**src/rtl/dram_state_regs.vh**
```
// Constants for the power-state and mode-load control block
`ifndef DRAM_STATE_REGS_VH
`define DRAM_STATE_REGS_VH

// Command codes {cs_n, ras_n, cas_n, we_n}
`define CMD_NOP       4'h7
`define CMD_ACTIVE    4'h3
`define CMD_READ      4'h5
`define CMD_WRITE     4'h4
`define CMD_BURST_STOP 4'h6
`define CMD_PRECHARGE 4'h2
`define CMD_REFRESH   4'h1
`define CMD_LOADMODE  4'h0

// Mode word fields and standard word reset value
`define MODE_BURST_LSB 0
`define MODE_BURST_MSB 2
`define MODE_BT_BIT   3
`define MODE_LAT_LSB  4
`define MODE_LAT_MSB  6
`define MODE_OP_LSB   7
`define MODE_RESET    13'h0032

// Burst length and read latency codes
`define BURST_CODE_2  3'h1
`define BURST_CODE_4  3'h2
`define BURST_CODE_8  3'h3
`define BURST_CODE_16 3'h4
`define LAT_CODE_2    3'h2
`define LAT_CODE_3    3'h3

// Bank address selects and extended word reset value
`define BA_STANDARD   2'h0
`define BA_EXTENDED   2'h2
`define EXT_RESET     13'h0000

`endif

```
**src/rtl/dram_power_state_init_mode_load.v**
```verilog
// Clock-enable power states and mode word loading inside the memory device
//
// How it works
// Controller spaces commands after read with auto precharge by burst and latency.
// Controller refreshes or loads mode only with every bank idle.
// Controller ends a read burst before a write, or stops it.
// Clock enable low twice holds the present low-power state.
// Clock enable rising with no-op exits any low-power state.
// Clock enable falling with no-op, refresh or stop enters a low-power state.
// Controller sends only no-ops during the exit periods.
// After deep sleep exit the controller reruns full initialization.
// Controller toggles the clock at least twice during self refresh exit.
// Initialization may start with clock enable low if raised in time.
// Controller waits 200 us of no-ops after a stable clock.
// Controller precharges all banks, then waits the precharge time.
// Initialization holds two refreshes, each followed by the refresh time.
// Both mode words loaded in either order, each followed by a wait.
// Mode load with bank address zero writes the standard word.
// Standard word kept until reloaded or deep sleep entry.
// Mode reload never touches the stored array contents.
// Controller loads mode only when idle and waits afterwards.
// Controller avoids reserved mode encodings.
// Burst length selectable as 2, 4, 8 or 16 locations.
// Read latency selectable as two or three clocks.
// Mode load with bank address two writes the extended word.
// Uncovered command and clock-enable mixes are flagged illegal.
`include "dram_state_regs.vh"

module dram_power_state_init_mode_load
#(
  parameter ADDR_WIDTH = 13
)
(
  input  wire                  clk,
  input  wire                  reset,
  input  wire                  cke,
  input  wire                  cs_n,
  input  wire                  ras_n,
  input  wire                  cas_n,
  input  wire                  we_n,
  input  wire [1:0]            bank_addr,
  input  wire [ADDR_WIDTH-1:0] addr,
  input  wire                  any_bank_open,
  output reg  [2:0]            power_state,
  output reg                   needs_init,
  output reg                   illegal_cmd,
  output reg  [4:0]            burst_len,
  output reg                   burst_interleaved,
  output reg  [1:0]            read_latency_clocks,
  output reg  [ADDR_WIDTH-1:0] standard_word,
  output reg  [ADDR_WIDTH-1:0] extended_word
);

  // ***************************************************************
  // States
  // ***************************************************************
  localparam ST_NORMAL      = 3'h0;
  localparam ST_ACTIVE_PD   = 3'h1;
  localparam ST_PRECHARGE_PD = 3'h2;
  localparam ST_SELF_REFRESH = 3'h3;
  localparam ST_DEEP_SLEEP  = 3'h4;

  reg        cke_prev;
  reg  [2:0] state;
  reg  [2:0] next_state;
  reg        next_illegal;
  reg        clear_words;
  reg        load_en;
  reg        load_sel;
  wire [3:0] cmd = {cs_n, ras_n, cas_n, we_n};
  wire       nop = cs_n || (cmd == `CMD_NOP);
  wire [ADDR_WIDTH-1:0] std_q;
  wire [ADDR_WIDTH-1:0] ext_q;

  // Decode burst length code into location count
  function [4:0] decode_burst;
    input [2:0] code;
    begin
      case (code)
        `BURST_CODE_2:  decode_burst = 5'h02;
        `BURST_CODE_4:  decode_burst = 5'h04;
        `BURST_CODE_8:  decode_burst = 5'h08;
        `BURST_CODE_16: decode_burst = 5'h10;
        default:     decode_burst = 5'h00;
      endcase
    end
  endfunction

  // ***************************************************************
  // Power state decisions
  // ***************************************************************
  always @*
  begin
    next_state   = state;
    next_illegal = 1'b0;
    clear_words  = 1'b0;
    load_en      = 1'b0;
    load_sel     = 1'b0;
    case ({cke_prev, cke})
      2'b00:
      begin
        // hold low-power state
        next_state = state;
      end
      2'b01:
      begin
        // exit on no-op
        if (nop)
          next_state = ST_NORMAL;
        else
          next_illegal = 1'b1;
      end
      2'b10:
      begin
        // low-power entry
        if (any_bank_open)
        begin
          if (nop)
            next_state = ST_ACTIVE_PD;
          else
            next_illegal = 1'b1;
        end
        else if (nop)
          next_state = ST_PRECHARGE_PD;
        else if (cmd == `CMD_REFRESH)
          next_state = ST_SELF_REFRESH;
        else if (cmd == `CMD_BURST_STOP)
        begin
          next_state  = ST_DEEP_SLEEP;
          // deep sleep loses mode words
          clear_words = 1'b1;
        end
        else
          next_illegal = 1'b1;
      end
      default:
      begin
        // commands in a low state are illegal when clock enable is high twice; with it held low they are not flagged
        if (state != ST_NORMAL && !nop)
          next_illegal = 1'b1;
        // standard word load
        // extended word load
        if (state == ST_NORMAL && !cs_n && cmd == `CMD_LOADMODE)
        begin
          if (bank_addr == `BA_STANDARD)
            load_en = 1'b1;
          else if (bank_addr == `BA_EXTENDED)
          begin
            load_en  = 1'b1;
            load_sel = 1'b1;
          end
          else
            next_illegal = 1'b1;
        end
      end
    endcase
  end

  always @(posedge clk)
  begin
    if (reset)
    begin
      cke_prev    <= 1'b1;
      state       <= ST_NORMAL;
      power_state <= ST_NORMAL;
      needs_init  <= 1'b0;
      illegal_cmd <= 1'b0;
    end
    else
    begin
      cke_prev    <= cke;
      state       <= next_state;
      power_state <= next_state;
      illegal_cmd <= next_illegal;
      // flag full reinitialization after deep sleep
      if (state == ST_DEEP_SLEEP && next_state == ST_NORMAL)
        needs_init <= 1'b1;
      else if (load_en && state == ST_NORMAL)
        needs_init <= 1'b0;
    end
  end

  // ***************************************************************
  // Mode words
  // ***************************************************************
  // a load changes only the mode words and clears needs_init
  mode_word_store #(.WIDTH(ADDR_WIDTH)) u_store
  (
    .clk           (clk),
    .reset         (reset),
    .clear         (clear_words),
    .write_en      (load_en),
    .write_sel     (load_sel),
    .write_data    (addr),
    .standard_word (std_q),
    .extended_word (ext_q)
  );

  // Outputs re-registered so they come straight from flops
  always @(posedge clk)
  begin
    if (reset)
    begin
      standard_word       <= `MODE_RESET;
      extended_word       <= `EXT_RESET;
      burst_len           <= 5'h00;
      burst_interleaved   <= 1'b0;
      read_latency_clocks <= 2'h0;
    end
    else
    begin
      standard_word     <= std_q;
      extended_word     <= ext_q;
      // burst length decode
      burst_len         <= decode_burst(std_q[`MODE_BURST_MSB:`MODE_BURST_LSB]);
      burst_interleaved <= std_q[`MODE_BT_BIT];
      // latency two or three
      case (std_q[`MODE_LAT_MSB:`MODE_LAT_LSB])
        `LAT_CODE_2: read_latency_clocks <= 2'h2;
        `LAT_CODE_3: read_latency_clocks <= 2'h3;
        default:    read_latency_clocks <= 2'h0;
      endcase
    end
  end

endmodule

```
**src/rtl/mode_word_store.v**
```verilog
// Holds the standard and extended mode words with registered read data
`include "dram_state_regs.vh"

module mode_word_store
#(
  parameter WIDTH = 13
)
(
  input  wire             clk,
  input  wire             reset,
  input  wire             clear,
  input  wire             write_en,
  input  wire             write_sel,
  input  wire [WIDTH-1:0] write_data,
  output reg  [WIDTH-1:0] standard_word,
  output reg  [WIDTH-1:0] extended_word
);

  // Deep sleep entry wipes both words, as a power loss would
  always @(posedge clk)
  begin
    if (reset || clear)
    begin
      standard_word <= `MODE_RESET;
      extended_word <= `EXT_RESET;
    end
    else if (write_en)
    begin
      if (write_sel)
        extended_word <= write_data;
      else
        standard_word <= write_data;
    end
  end

endmodule

```
**config.mk**
```make
export PLATFORM = sky130hd
export DESIGN_NAME = dram_power_state_init_mode_load
export DESIGN_NICKNAME = d
export VERILOG_FILES = /design/src/rtl/dram_power_state_init_mode_load.v /design/src/rtl/mode_word_store.v
export VERILOG_INCLUDE_DIRS = /design/src /design/src/rtl
export SDC_FILE = /design/constraint.sdc
export NUM_CORES = 1
export LEC_CHECK = 0
export ABC_AREA = 0
export BUFFER_PORTS_ARGS = -buffer_cell sky130_fd_sc_hd__buf_2
export CAP_MARGIN = 5
export CORE_ASPECT_RATIO = 1.4
export CORE_UTILIZATION = 35
export DETAILED_ROUTE_END_ITERATION = 8
export GPL_TIMING_DRIVEN = 0
export PLACE_DENSITY = 0.65
export SYNTH_ARGS = -nofsm -noshare
export SYNTH_HDL_FRONTEND = slang
export SYNTH_SLANG_ARGS = --single-unit
```
**constraint.sdc**
```tcl
create_clock -name clk -period 2.8 [get_ports clk]
set_clock_uncertainty 0.1 [all_clocks]
set_input_delay 0.56 -clock clk [delete_from_list [all_inputs] [get_ports clk]]
set_output_delay 0.56 -clock clk [all_outputs]
set_load 0.05 [all_outputs]
```
Word-level counts from Yosys, hierarchy flattened:

Cells that the tools add are included.

* add/subtract/negate cells: 0
* multiply operators: 0
* div/mod/pow operators: 0
* magnitude comparators: 0
* equality and inequality tests: 13
* shift-type cells: 0
* multiplexer cells: 33
* bitwise operators: 1
* reductions and logical operators: 19

Operator list (count)
* 2-to-1 mux 1 bit: 23
* case mux 5 bit (4 select lines): 1
* 2-to-1 mux 3 bit: 6
* == test 3 x 2 -> 1 bit, second input constant: 4
* == test 4 x 3 -> 1 bit, second input constant: 2
* == test 3 bit, second input constant: 2
* zero test 3 bit: 2
* case mux 3 bit (2 select lines): 1
* logical AND 1 bit: 5
* == test 2 bit, second input constant: 2
* == test 4 x 1 -> 1 bit, second input constant: 1
* zero test 2 bit: 2
* zero test 4 bit: 1
* case mux 2 bit (2 select lines): 1
* AND reduction 2 bit: 2
* == test 3 x 1 -> 1 bit, second input constant: 1
* case mux 1 bit (3 select lines): 1
* nonzero test 3 bit: 1
* OR reduction 3 bit: 1
* == test 2 x 1 -> 1 bit, second input constant: 1
* zero test 1 bit: 2
* logical OR 1 bit: 2
* nonzero test 2 bit: 1
* NOT 1 bit: 1

* register bits after elaboration: 66
* latch bits: 0
* memory bits (writable): 0
* ROM bits: 0
* input bits: 23
* output and inout bits: 39
* logic and storage cells: 77
* memories kept: 0

Depth between registers and ports, before layout:

Gate-level depths: netlist (run 1).

* word-level depth: 9
* gate-level depth with buffers: 7
* gate-level depth less buffers: 7

Cells and area by module:

From an unflattened synthesis (run 1), not the netlist that was laid out.

* cells, all modules: 244
* area total of the unflattened synthesis: 2354.8 µm²

Modules (own cells, without submodules)
* dram_power_state_init_mode_load: times used 1, cells each 127, area each 1422.6 µm², sequential area each 760.7 µm²
* mode_word_store: times used 1, cells each 117, area each 932.1 µm², sequential area each 520.5 µm²

Least setup slack after synthesis (run 1):

Ideal clock, no wire load.

* kind: input to register
* from: input port cke
* to: register u_store.standard_word[10]
* setup time: 0.128 ns
* arrival: 2.034 ns
* required time: 2.572 ns
* setup slack: 0.539 ns
* cell stages on the path: 7
* buffers on the path: 1
* cells stage by stage: ha_1 or4b_1 or3_4 nor2_8 buf_12 mux2i_1 nor2_1

* longest elaborated chain between the ends: 5
* elaborated cells on any way between the ends: 10
* those cells by class: 2 x eq/ne; 3 x mux; 1 x bitwise; 4 x reduce/logical

RTL lines
* start, declared: RTL line dram_power_state_init_mode_load.v:36 `input wire cke,`
* == test 2 bit (tied with other cells): RTL line dram_power_state_init_mode_load.v:99 `case ({cke_prev, cke})`
* OR reduction 3 bit (no line)
* 2-to-1 mux 1 bit: RTL line dram_power_state_init_mode_load.v:99
* NOT 1 bit (no line)
* AND reduction 2 bit (no line)
* end signal, assigned: RTL line mode_word_store.v:24 `` standard_word <= `MODE_RESET; ``
* end signal, assigned: RTL line mode_word_store.v:32 `standard_word <= write_data;`
* end, declared: RTL line mode_word_store.v:15 `output reg [WIDTH-1:0] standard_word,`

Parallel ways exist; a longest one is shown, timed or not.
A chain may end at the register's enable or synchronous reset.

Worst setup path after layout (run 1):

* from: register cke_prev
* to: register u_store.standard_word[8]

* longest elaborated chain between the ends: 5
* elaborated cells on any way between the ends: 10
* those cells by class: 2 x eq/ne; 3 x mux; 1 x bitwise; 4 x reduce/logical

RTL lines
* start, declared: RTL line dram_power_state_init_mode_load.v:63 `reg cke_prev;`
* start signal, assigned: RTL line dram_power_state_init_mode_load.v:171 `cke_prev <= cke;`
* == test 2 bit (tied with other cells): RTL line dram_power_state_init_mode_load.v:99
* OR reduction 3 bit (no line)
* 2-to-1 mux 1 bit: RTL line dram_power_state_init_mode_load.v:99
* NOT 1 bit (no line)
* AND reduction 2 bit (no line)

Parallel ways exist; a longest one is shown, timed or not.

==> out/results.ini, run 1 <==
[timing]
worst_pin_slew_ns = 0.5670
rsz0062_at_grt = no
finalCritPeriodShare_pct = 80.90
setup_violations = 0
fmax_mhz = 441.5
finalHoldViolCount = 0
slew_viol_final = 0
timing.hold.ws_ns = 0.3502
finalCriticalPeriod_ns = 2.265
relSlewSlack_pct = 62.20
setup_tns_ns = 0

[power]
switching_power_uw = 454.0
sw_frac_of_total_pct = 23.64
seqPwrFrac_pct = 47.9
power_frac_comb_pct = 6.0
irDropWorstVdd_mv = 0.3415
intPower_mw = 1.467
p_leak_nw = 1.375
powerDensity_mw_per_mm2 = 659.4
clkPwrFrac_pct = 46.1

[grt]
grt_max_degree = 14
grt_pass1_wl_um = 7769
gr-total-overflow = 0
grtUsageMet1_pct = 17.34
grt.met2_usage_pct = 24.72
top_usage_layer = met2
antenna_found_initial = 0
first_global_vias = 1634
gr-usage-met3_pct = 5.263
grt.total_usage_pct = 14.83

[die]
initial_utilization_pct = 36.55
coreArea_mm2 = 0.006296
die-area_mm2 = 0.006907
core.rowCount = 34
die_width_um = 70.53
ios = 62
dieHeight_um = 97.94

[logic_synthesis]
ys.flop_type = dfxtp_1
postSynthCellCount = 218
synth_top_area_share_pct = 55.68
async_flop_share_pct = 0
syn_avg_cell_area_um2 = 10.55
synth_largest_area_cell = dfxtp_1
synth_area_mm2 = 0.002301
synth_edf_count = 0
syn_nets = 244
yosysSeqAreaShare_pct = 55.68
synth-seq-cells = 64
ys_types = 37
ys_warn_count = 0
yosys-top-cells-area = dfxtp_1 (56%), mux2i_1 (10%), nor2b_1 (7.1%), nor2_1 (4.7%), ha_1 (1.6%)

[cts]
cts_sinks = 64
cts_resized = 0
cts_setup_buffers = 0
cts_tree = built
path_clk_slew_ns = 0.08
cts-root-buf = clkbuf_8
clock_latency_ns = 0.34
cts_buffers = 9
cts_max_level = 3
cts_buffer_depth = 2
holdBufCountCts = 0

[outcome]
violations = DRC
status = complete, but fails checks

[drt]
firstDrtPassIters = 8
routedWlPerCell_um = 13.21
wl_um = 4820
drc = 14
ant_nets = 0
first_iter_violations = 59
num_vias = 1720
avgViaCountPerCell = 4.712

[place]
dpl_cell_area_mm2 = 0.002686
finalWeightedCongestion = 0.7908
portBuffers = 59
dp.final_hpwl_um = 3379
dp.cells = 349

[job]
maxCapViolations = 0

[worst_setup_path]
critPathKind = reg2reg
worst-path-buf-inv = 1
slowest_delay_ns = 0.52
critical_path_arrival_ns = 2.36
worstSetupEndpointType = flop
critPathTopFamily = simple AND/OR/NAND/NOR gates
cp.required_ns = 2.90
critical_path.startpoint_type = flop
path_cells = ha_1 -> or4b_1 -> or3_4 -> nor2_8 -> buf_12 -> mux2i_1 -> nor2_1
cpMaxStageDelayCell = or4b_1
crit_fanout = 10

[cells_and_area]
stdcell_area_mm2 = 0.002913
antenna_cells = 0
fin_nets = 314
drive_gt1_share_pct = 29.69
areaGrowthSynthToFinish_pct = 26.59
layout.cells.non_filler = 365

[min_path]
hp-class = reg2reg

## layout by cell type, fill, tap and decap left out, drive strengths merged, types with 5 or more instances in the layout
cell     n
dfxtp   64
buf     63
nor2    30
nor2b   26
mux2i   23
clkbuf  16
inv      9
o21ai    5
a211o    5
## routing by layer
| metal | wire (µm) | share of wire (%) |
|---|---|---|
| met1 | 2127 | 44 |
| met2 | 2391 | 50 |
| met3 | 247 | 5.1 |
| met4 | 54 | 1.1 |
| met5 | 0 | 0 |
## metrics by stage
| step | power, mW | setup WS [ns] | utilization (%) |
|---|---|---|---|
| 2_1_floorplan | 1.010 | 0.5387 | - |
| 3_3_place_gp | 1.055 | 0.2307 | 42.67 |
| 3_5_place_dp | 1.057 | 0.2266 | 42.67 |
| 4_1_cts | 1.947 | 0.5424 | 46.26 |
| 5_1_grt | 2.006 | 0.4259 | 46.26 |
| 6_report | 1.921 | 0.5348 | 46.26 |
## state kept, by name (all words and copies together) (netlist names)
signal / cells
extended_word: 13
standard_word: 13
u_store.extended_word: 13
u_store.standard_word: 13
burst_len: 4
state: 3
read_latency_clocks: 2
cke_prev: 1
illegal_cmd: 1
needs_init: 1
## final cells by class
| class | count | area [µm²] |
|---|---|---|
| fill | 653 | 3383 |
| sequential | 64 | 1281 |
| multi-input combinational | 137 | 930.9 |
| timing repair buffer | 59 | 295.3 |
| clock buffer | 9 | 123.9 |
| clock inverter | 7 | 102.6 |
| tap | 72 | 90.09 |
| buffer | 11 | 66.31 |
| inverter | 6 | 22.52 |
## synth_stat cells (all sizes together), types with 2 or more instances
| cell type | count |
|---|---|
| a21o | 2 |
| mux2i | 23 |
| nor4b | 2 |
| and2 | 2 |
| inv | 6 |
| a211o | 5 |
| nand3b | 2 |
| a21oi | 4 |
| nor2 | 30 |
| nand2b | 4 |
| nor3b | 2 |
| dfxtp | 64 |
| nand2 | 2 |
| nand3 | 2 |
| o21ai | 5 |
| a31oi | 3 |
| ha | 3 |
| or2 | 4 |
| clkbuf | 7 |
| nor3 | 4 |
| buf | 4 |
| nor2b | 26 |
| or4 | 2 |
## final timing paths
check,start,end,slack (ns),cells after the start
setup reg to reg,cke_prev,u_store.standard_word[8],0.53,7
hold / removal,u_store.extended_word[2],extended_word[2],0.35,1
setup / recovery,cke_prev,u_store.standard_word[8],0.53,7
hold reg to reg,u_store.extended_word[2],extended_word[2],0.35,1
## cell families after synthesis
family                   synth area share [%]
AND/OR/NAND/NOR                         21.10
flip-flops                              55.68
AO/OA/AOI/OAI                           7.559
multiplexers                            10.01
buffers and inverters                   3.861
adder cells (fa/ha/maj)                 1.631
other                                  0.1630
## power groups by stage
| stage | Clock (mW) | Combinational, mW | Sequential [mW] |
|---|---|---|---|
| floorplan | 0 | 0.0508 | 0.960 |
| global placement | 0 | 0.113 | 0.942 |
| detailed placement | 0 | 0.116 | 0.942 |
| CTS | 0.910 | 0.116 | 0.920 |
| global route | 0.961 | 0.124 | 0.921 |
| finish | 0.885 | 0.115 | 0.920 |
(Power assumes the default switching activity.)
==> inputs of run 2 (changes only) <==
clock period = 2.15 ns   (was 2.8 ns; I/O delays follow)
==> out/results.ini, run 2 (synthesis results as in run 1) <==
[outcome]
status = complete, but fails checks
violations = DRC

[timing]
rsz0062_at_grt = no
setup_violations = 0  ; unchanged
relSlewSlack_pct = 64.72  ; +2.5 points
worst_pin_slew_ns = 0.5268  ; -0.04024 ns
finalCriticalPeriod_ns = 2.107  ; -0.1581 ns
finalHoldViolCount = 0  ; unchanged
slew_viol_final = 0  ; unchanged
timing.hold.ws_ns = 0.2121  ; -0.1381 ns
finalCritPeriodShare_pct = 98.00  ; +17 points
fmax_mhz = 474.6  ; +7.5%

[drt]
first_iter_violations = 47  ; -20%
avgViaCountPerCell = 4.738  ; +0.54%
drc = 12  ; -2
firstDrtPassIters = 8  ; unchanged
ant_nets = 0  ; unchanged
num_vias = 1772  ; +3.0%
wl_um = 5005  ; +3.8%
routedWlPerCell_um = 13.38  ; +1.3%

[die]
dieHeight_um = 97.94  ; unchanged
die_width_um = 70.53  ; unchanged
ios = 62  ; unchanged
coreArea_mm2 = 0.006296  ; unchanged
initial_utilization_pct = 36.55  ; unchanged
die-area_mm2 = 0.006907  ; unchanged
core.rowCount = 34  ; unchanged

[power]
powerDensity_mw_per_mm2 = 821.3  ; +25%
p_leak_nw = 1.446  ; +5.2%
power_mw = 2.473  ; +29%
irDropWorstVdd_mv = 0.4823  ; +41%

[cts]
cts_buffers = 9  ; unchanged
clock_latency_ns = 0.33  ; about the same
cts_max_level = 3  ; unchanged
holdBufCountCts = 0  ; unchanged
cts_buffer_depth = 2  ; unchanged
path_clk_slew_ns = 0.07  ; about the same
cts-root-buf = clkbuf_8
cts_tree = built
cts_sinks = 64  ; unchanged

[place]
dpl_cell_area_mm2 = 0.002690  ; +0.14%
portBuffers = 59  ; unchanged
finalWeightedCongestion = 0.8460  ; +7.0%
dp.final_hpwl_um = 3493  ; +3.4%

[cells_and_area]
utilization_pct = 47.81  ; +1.6 points
fin_nets = 323  ; +2.9%
seq_area_mm2 = 0.001286  ; +0.39%
drive_gt1_share_pct = 34.77  ; +5.1 points
multi_input_area_um2 = 954.7  ; +2.6%
mostFrequentLayoutCells = dfxtp_1 (60), buf_2 (59), nor2_1 (29)
final_common_cell = dfxtp_1
stdcell_area_mm2 = 0.003010  ; +3.4%
fillers = 642  ; -1.7%
antenna_cells = 0  ; unchanged
areaGrowthSynthToFinish_pct = 30.83

[grt]
grt.total_usage_pct = 15.81  ; +0.98 points
gr-total-overflow = 0  ; unchanged
grt_max_degree = 12  ; -2
antenna_found_initial = 0  ; unchanged
first_global_vias = 1768  ; +8.2%
grt_pass1_wl_um = 8273  ; +6.5%

[worst_setup_path]
cp.required_ns = 2.28  ; -0.62 ns
reg2reg_to = u_store.standard_word[4]
worstSetupEndpointType = flop
r2r_slack_ns = 0.04  ; -0.49 ns
critical_path_arrival_ns = 2.23  ; -0.13 ns
critPathKind = reg2reg
rr_worst_depth = 7  ; unchanged
critical_path.startpoint_type = flop
startpoint = cke_prev
crit_end = u_store.standard_word[4]
rr_startpoint = cke_prev
crit_fanout = 5  ; -5

[min_path]
hp-class = in2reg

[job]
maxCapViolations = 0  ; unchanged

-- run 2: stage by stage --
stage | setup TNS, ns | std cells | setup slack [ns]
final | 0 | 374 | 0.04291
after global routing | 0 | 374 | 0.0003801
after CTS | -0.8076 | 373 | -0.07535
after detailed placement | -6.580 | 349 | -0.3096
after global placement | -6.411 | 349 | -0.2948
after floorplan | 0 | 218 | 0.01871
-- run 2: worst min-delay path by stage --
stage,start,to,slack (ns),cells past startpoint
floorplan,u_store.standard_word[6],read_latency_clocks[1],0.32,1
global placement,u_store.extended_word[4],extended_word[4],0.35,1
finish,addr[5],u_store.standard_word[5],0.21,2
detailed placement,u_store.extended_word[12],extended_word[12],0.35,1
CTS,addr[5],u_store.standard_word[5],0.20,2
global route,addr[1],u_store.standard_word[1],0.20,2
-- run 2: timing repair --
action	CTS	global route
gates cloned	1	0
gates resized for setup	7	10
pin swaps	2	5
setup buffers	7	3
endpoints found under the setup margin	23	27
hold endpoints to repair	0	0
-- run 2: report_power, final --
group,total [mW],leakage (nW),switching (mW),internal [mW]
Combinational,0.157,0.815,0.102,0.0556
Sequential,1.20,0.519,0.00519,1.20
Clock,1.11,0.112,0.437,0.677
Total,2.47,1.45,0.544,1.93
-- run 2: layer usage --
metal / track usage [%] / share of wire [%]
met5: 0 / 0
met4: 8.477 / 1.7
met2: 27.04 / 50
met1: 17.55 / 44
met3: 4.541 / 4.9
-- run 2: critical path, cell delays in order, from the launching register on --
cell and delay [ns]:
dfxtp_2 0.35, ha_4 0.13, or4b_4 0.48, or3_4 0.38
nor2_8 0.13, buf_6 0.13, nor2b_1 0.05, a211o_1 0.26
-- run 2: layout make-up --
type / count / area share [%]
Sequential cell: 64 / 42.73
Multi-Input combinational cell: 137 / 31.71
Timing Repair Buffer: 69 / 12.80
Clock buffer: 10 / 4.572
Tap cell: 72 / 2.993
Clock inverter: 6 / 2.743
Buffer: 10 / 1.704
Inverter: 6 / 0.7481
==> inputs of run 3 (changes only) <==
PLACE_DENSITY = 0.66   (was 0.65)
==> out/results.ini, run 3 (synthesis results as in run 1) <==
[cts]
cts-root-buf = clkbuf_8
cts_tree = built
holdBufCountCts = 0  ; unchanged
clock_latency_ns = 0.33  ; about the same
cts_buffer_depth = 2  ; unchanged
path_clk_slew_ns = 0.07  ; about the same
cts_buffers = 9  ; unchanged
cts_max_level = 3  ; unchanged
cts_sinks = 64  ; unchanged

[cells_and_area]
fillers = 622  ; -3.1%
fin_nets = 326  ; +0.93%
layout.cells.non_filler = 377  ; +0.80%
drive_gt1_share_pct = 34.43  ; -0.34 points
final_common_cell = dfxtp_1
areaGrowthSynthToFinish_pct = 31.70
antenna_cells = 0  ; unchanged
mostFrequentLayoutCells = dfxtp_1 (60), buf_2 (59), nor2_1 (29)

[timing]
worst_pin_slew_ns = 0.5285  ; +0.001747 ns
fmax_mhz = 450.2  ; -5.1%
rsz0062_at_grt = yes
setup_tns_ns = -0.2377  ; -0.2377 ns
slew_viol_final = 0  ; unchanged
setup_slack_ns = -0.07138  ; -0.1143 ns
relSlewSlack_pct = 64.76  ; about the same
setup_violations = 8  ; +8
finalCriticalPeriod_ns = 2.221  ; +0.1143 ns
finalCritPeriodShare_pct = 103.3  ; +5.3 points
finalHoldViolCount = 0  ; unchanged

[place]
portBuffers = 59  ; unchanged
finalWeightedCongestion = 0.8188  ; -3.2%
dp.cells = 349  ; unchanged
dp.final_hpwl_um = 3394  ; -2.8%

[power]
irDropWorstVdd_mv = 0.4019  ; -17%
powerDensity_mw_per_mm2 = 787.2  ; -4.2%
p_leak_nw = 1.444  ; -0.11%

[die]
ios = 62  ; unchanged
die_width_um = 70.53  ; unchanged
dieHeight_um = 97.94  ; unchanged
die-area_mm2 = 0.006907  ; unchanged
initial_utilization_pct = 36.55  ; unchanged
core.rowCount = 34  ; unchanged
coreArea_mm2 = 0.006296  ; unchanged

[grt]
antenna_found_initial = 0  ; unchanged
gr-total-overflow = 0  ; unchanged
grt_pass1_wl_um = 7990  ; -3.4%
first_global_vias = 1771  ; +0.17%
grt.total_usage_pct = 15.42  ; -0.39 points
grt_max_degree = 11  ; -1

[drt]
drc = 12  ; unchanged
routedWlPerCell_um = 13.23  ; -1.1%
firstDrtPassIters = 8  ; unchanged
ant_nets = 0  ; unchanged
first_iter_violations = 30  ; -36%
num_vias = 1785  ; +0.73%
avgViaCountPerCell = 4.735  ; about the same
wl_um = 4988  ; -0.34%

[worst_setup_path]
crit_path_frequent_cell = buf_4
cpMaxStageDelayCell = or4b_4
worstSetupEndpointType = flop
path_cells = ha_4 -> or4b_4 -> or3_4 -> nor2_8 -> buf_4 -> buf_4 -> nor2b_1 -> a211o_1
critical_path_arrival_ns = 2.34  ; +0.11 ns
slowest_delay_ns = 0.48  ; about the same
critPathKind = reg2reg
crit_fanout = 4  ; -1
critical_path.startpoint_type = flop
cp.required_ns = 2.27  ; about the same

[job]
maxCapViolations = 0  ; unchanged

[outcome]
status = complete, but fails checks
violations = DRC, setup timing

[min_path]
hp-class = in2reg

## run 3: area by class of cell
type / instances / area [µm²] / area share (%)
flip-flops and latches: 64 / 1286 / 42.44
multi-input cells: 137 / 949.7 / 31.34
repair buffers: 72 / 432.9 / 14.29
clock buffers: 13 / 158.9 / 5.244
well taps: 72 / 90.09 / 2.973
plain buffers: 10 / 50.05 / 1.652
clock inverters: 3 / 40.04 / 1.321
inverters: 6 / 22.52 / 0.7432
## run 3: per-stage QoR
step                      total power, mW  hold WS, ns  util (%)  instance area [µm²]  setup WS, ns
after floorplan                     1.316       0.3201         -                 2305       0.01871
after global placement              1.374       0.3505     42.73                 2690       -0.2753
after detailed placement            1.375       0.3559     42.73                 2690       -0.3051
after CTS                           2.407       0.2066     47.73                 3005      -0.05391
after global routing                2.472       0.2142     48.13                 3030       -0.1147
final                               2.386       0.2245     48.13                 3030      -0.07138
## run 3: per-layer routing
metal,part of all wire [%],global-route usage (%)
met5,0,0
met4,2.8,7.535
met3,5.6,6.398
met2,49,26.74
met1,42,15.87
## run 3: power breakdown
part / internal (mW) / total [mW] / leakage (nW) / switching, mW
clock network: 0.596 / 1.03 / 0.103 / 0.432
registers: 1.20 / 1.20 / 0.519 / 0.00512
logic: 0.0569 / 0.157 / 0.822 / 0.100
total: 1.85 / 2.39 / 1.44 / 0.537
## run 3: worst max-delay path, delay by kind of cell (launching register included)
kind | cells | cell delay [ns]
AO/OA/AOI/OAI | 1 | 0.25
adder cells (fa/ha/maj) | 1 | 0.12
buffers and inverters | 2 | 0.23
flip-flops | 1 | 0.35
AND/OR/NAND/NOR | 4 | 1.05
## run 3: final timing paths
kind	end	depth (start not counted)	slack (ns)	startpoint
worst max-delay path	u_store.standard_word[4]	8	-0.07	cke_prev
worst min-delay path	u_store.standard_word[1]	2	0.22	addr[1]
worst max register to register	u_store.standard_word[4]	8	-0.07	cke_prev
worst min register to register	standard_word[10]	1	0.36	u_store.standard_word[10]
## run 3: timing repair
item	4_1_cts	5_1_grt
gates cloned	1	0
setup buffers	8	5
resized for setup	6	5
endpoints found under the setup margin	21	24
hold endpoints to repair	0	0
pin swaps	1	3
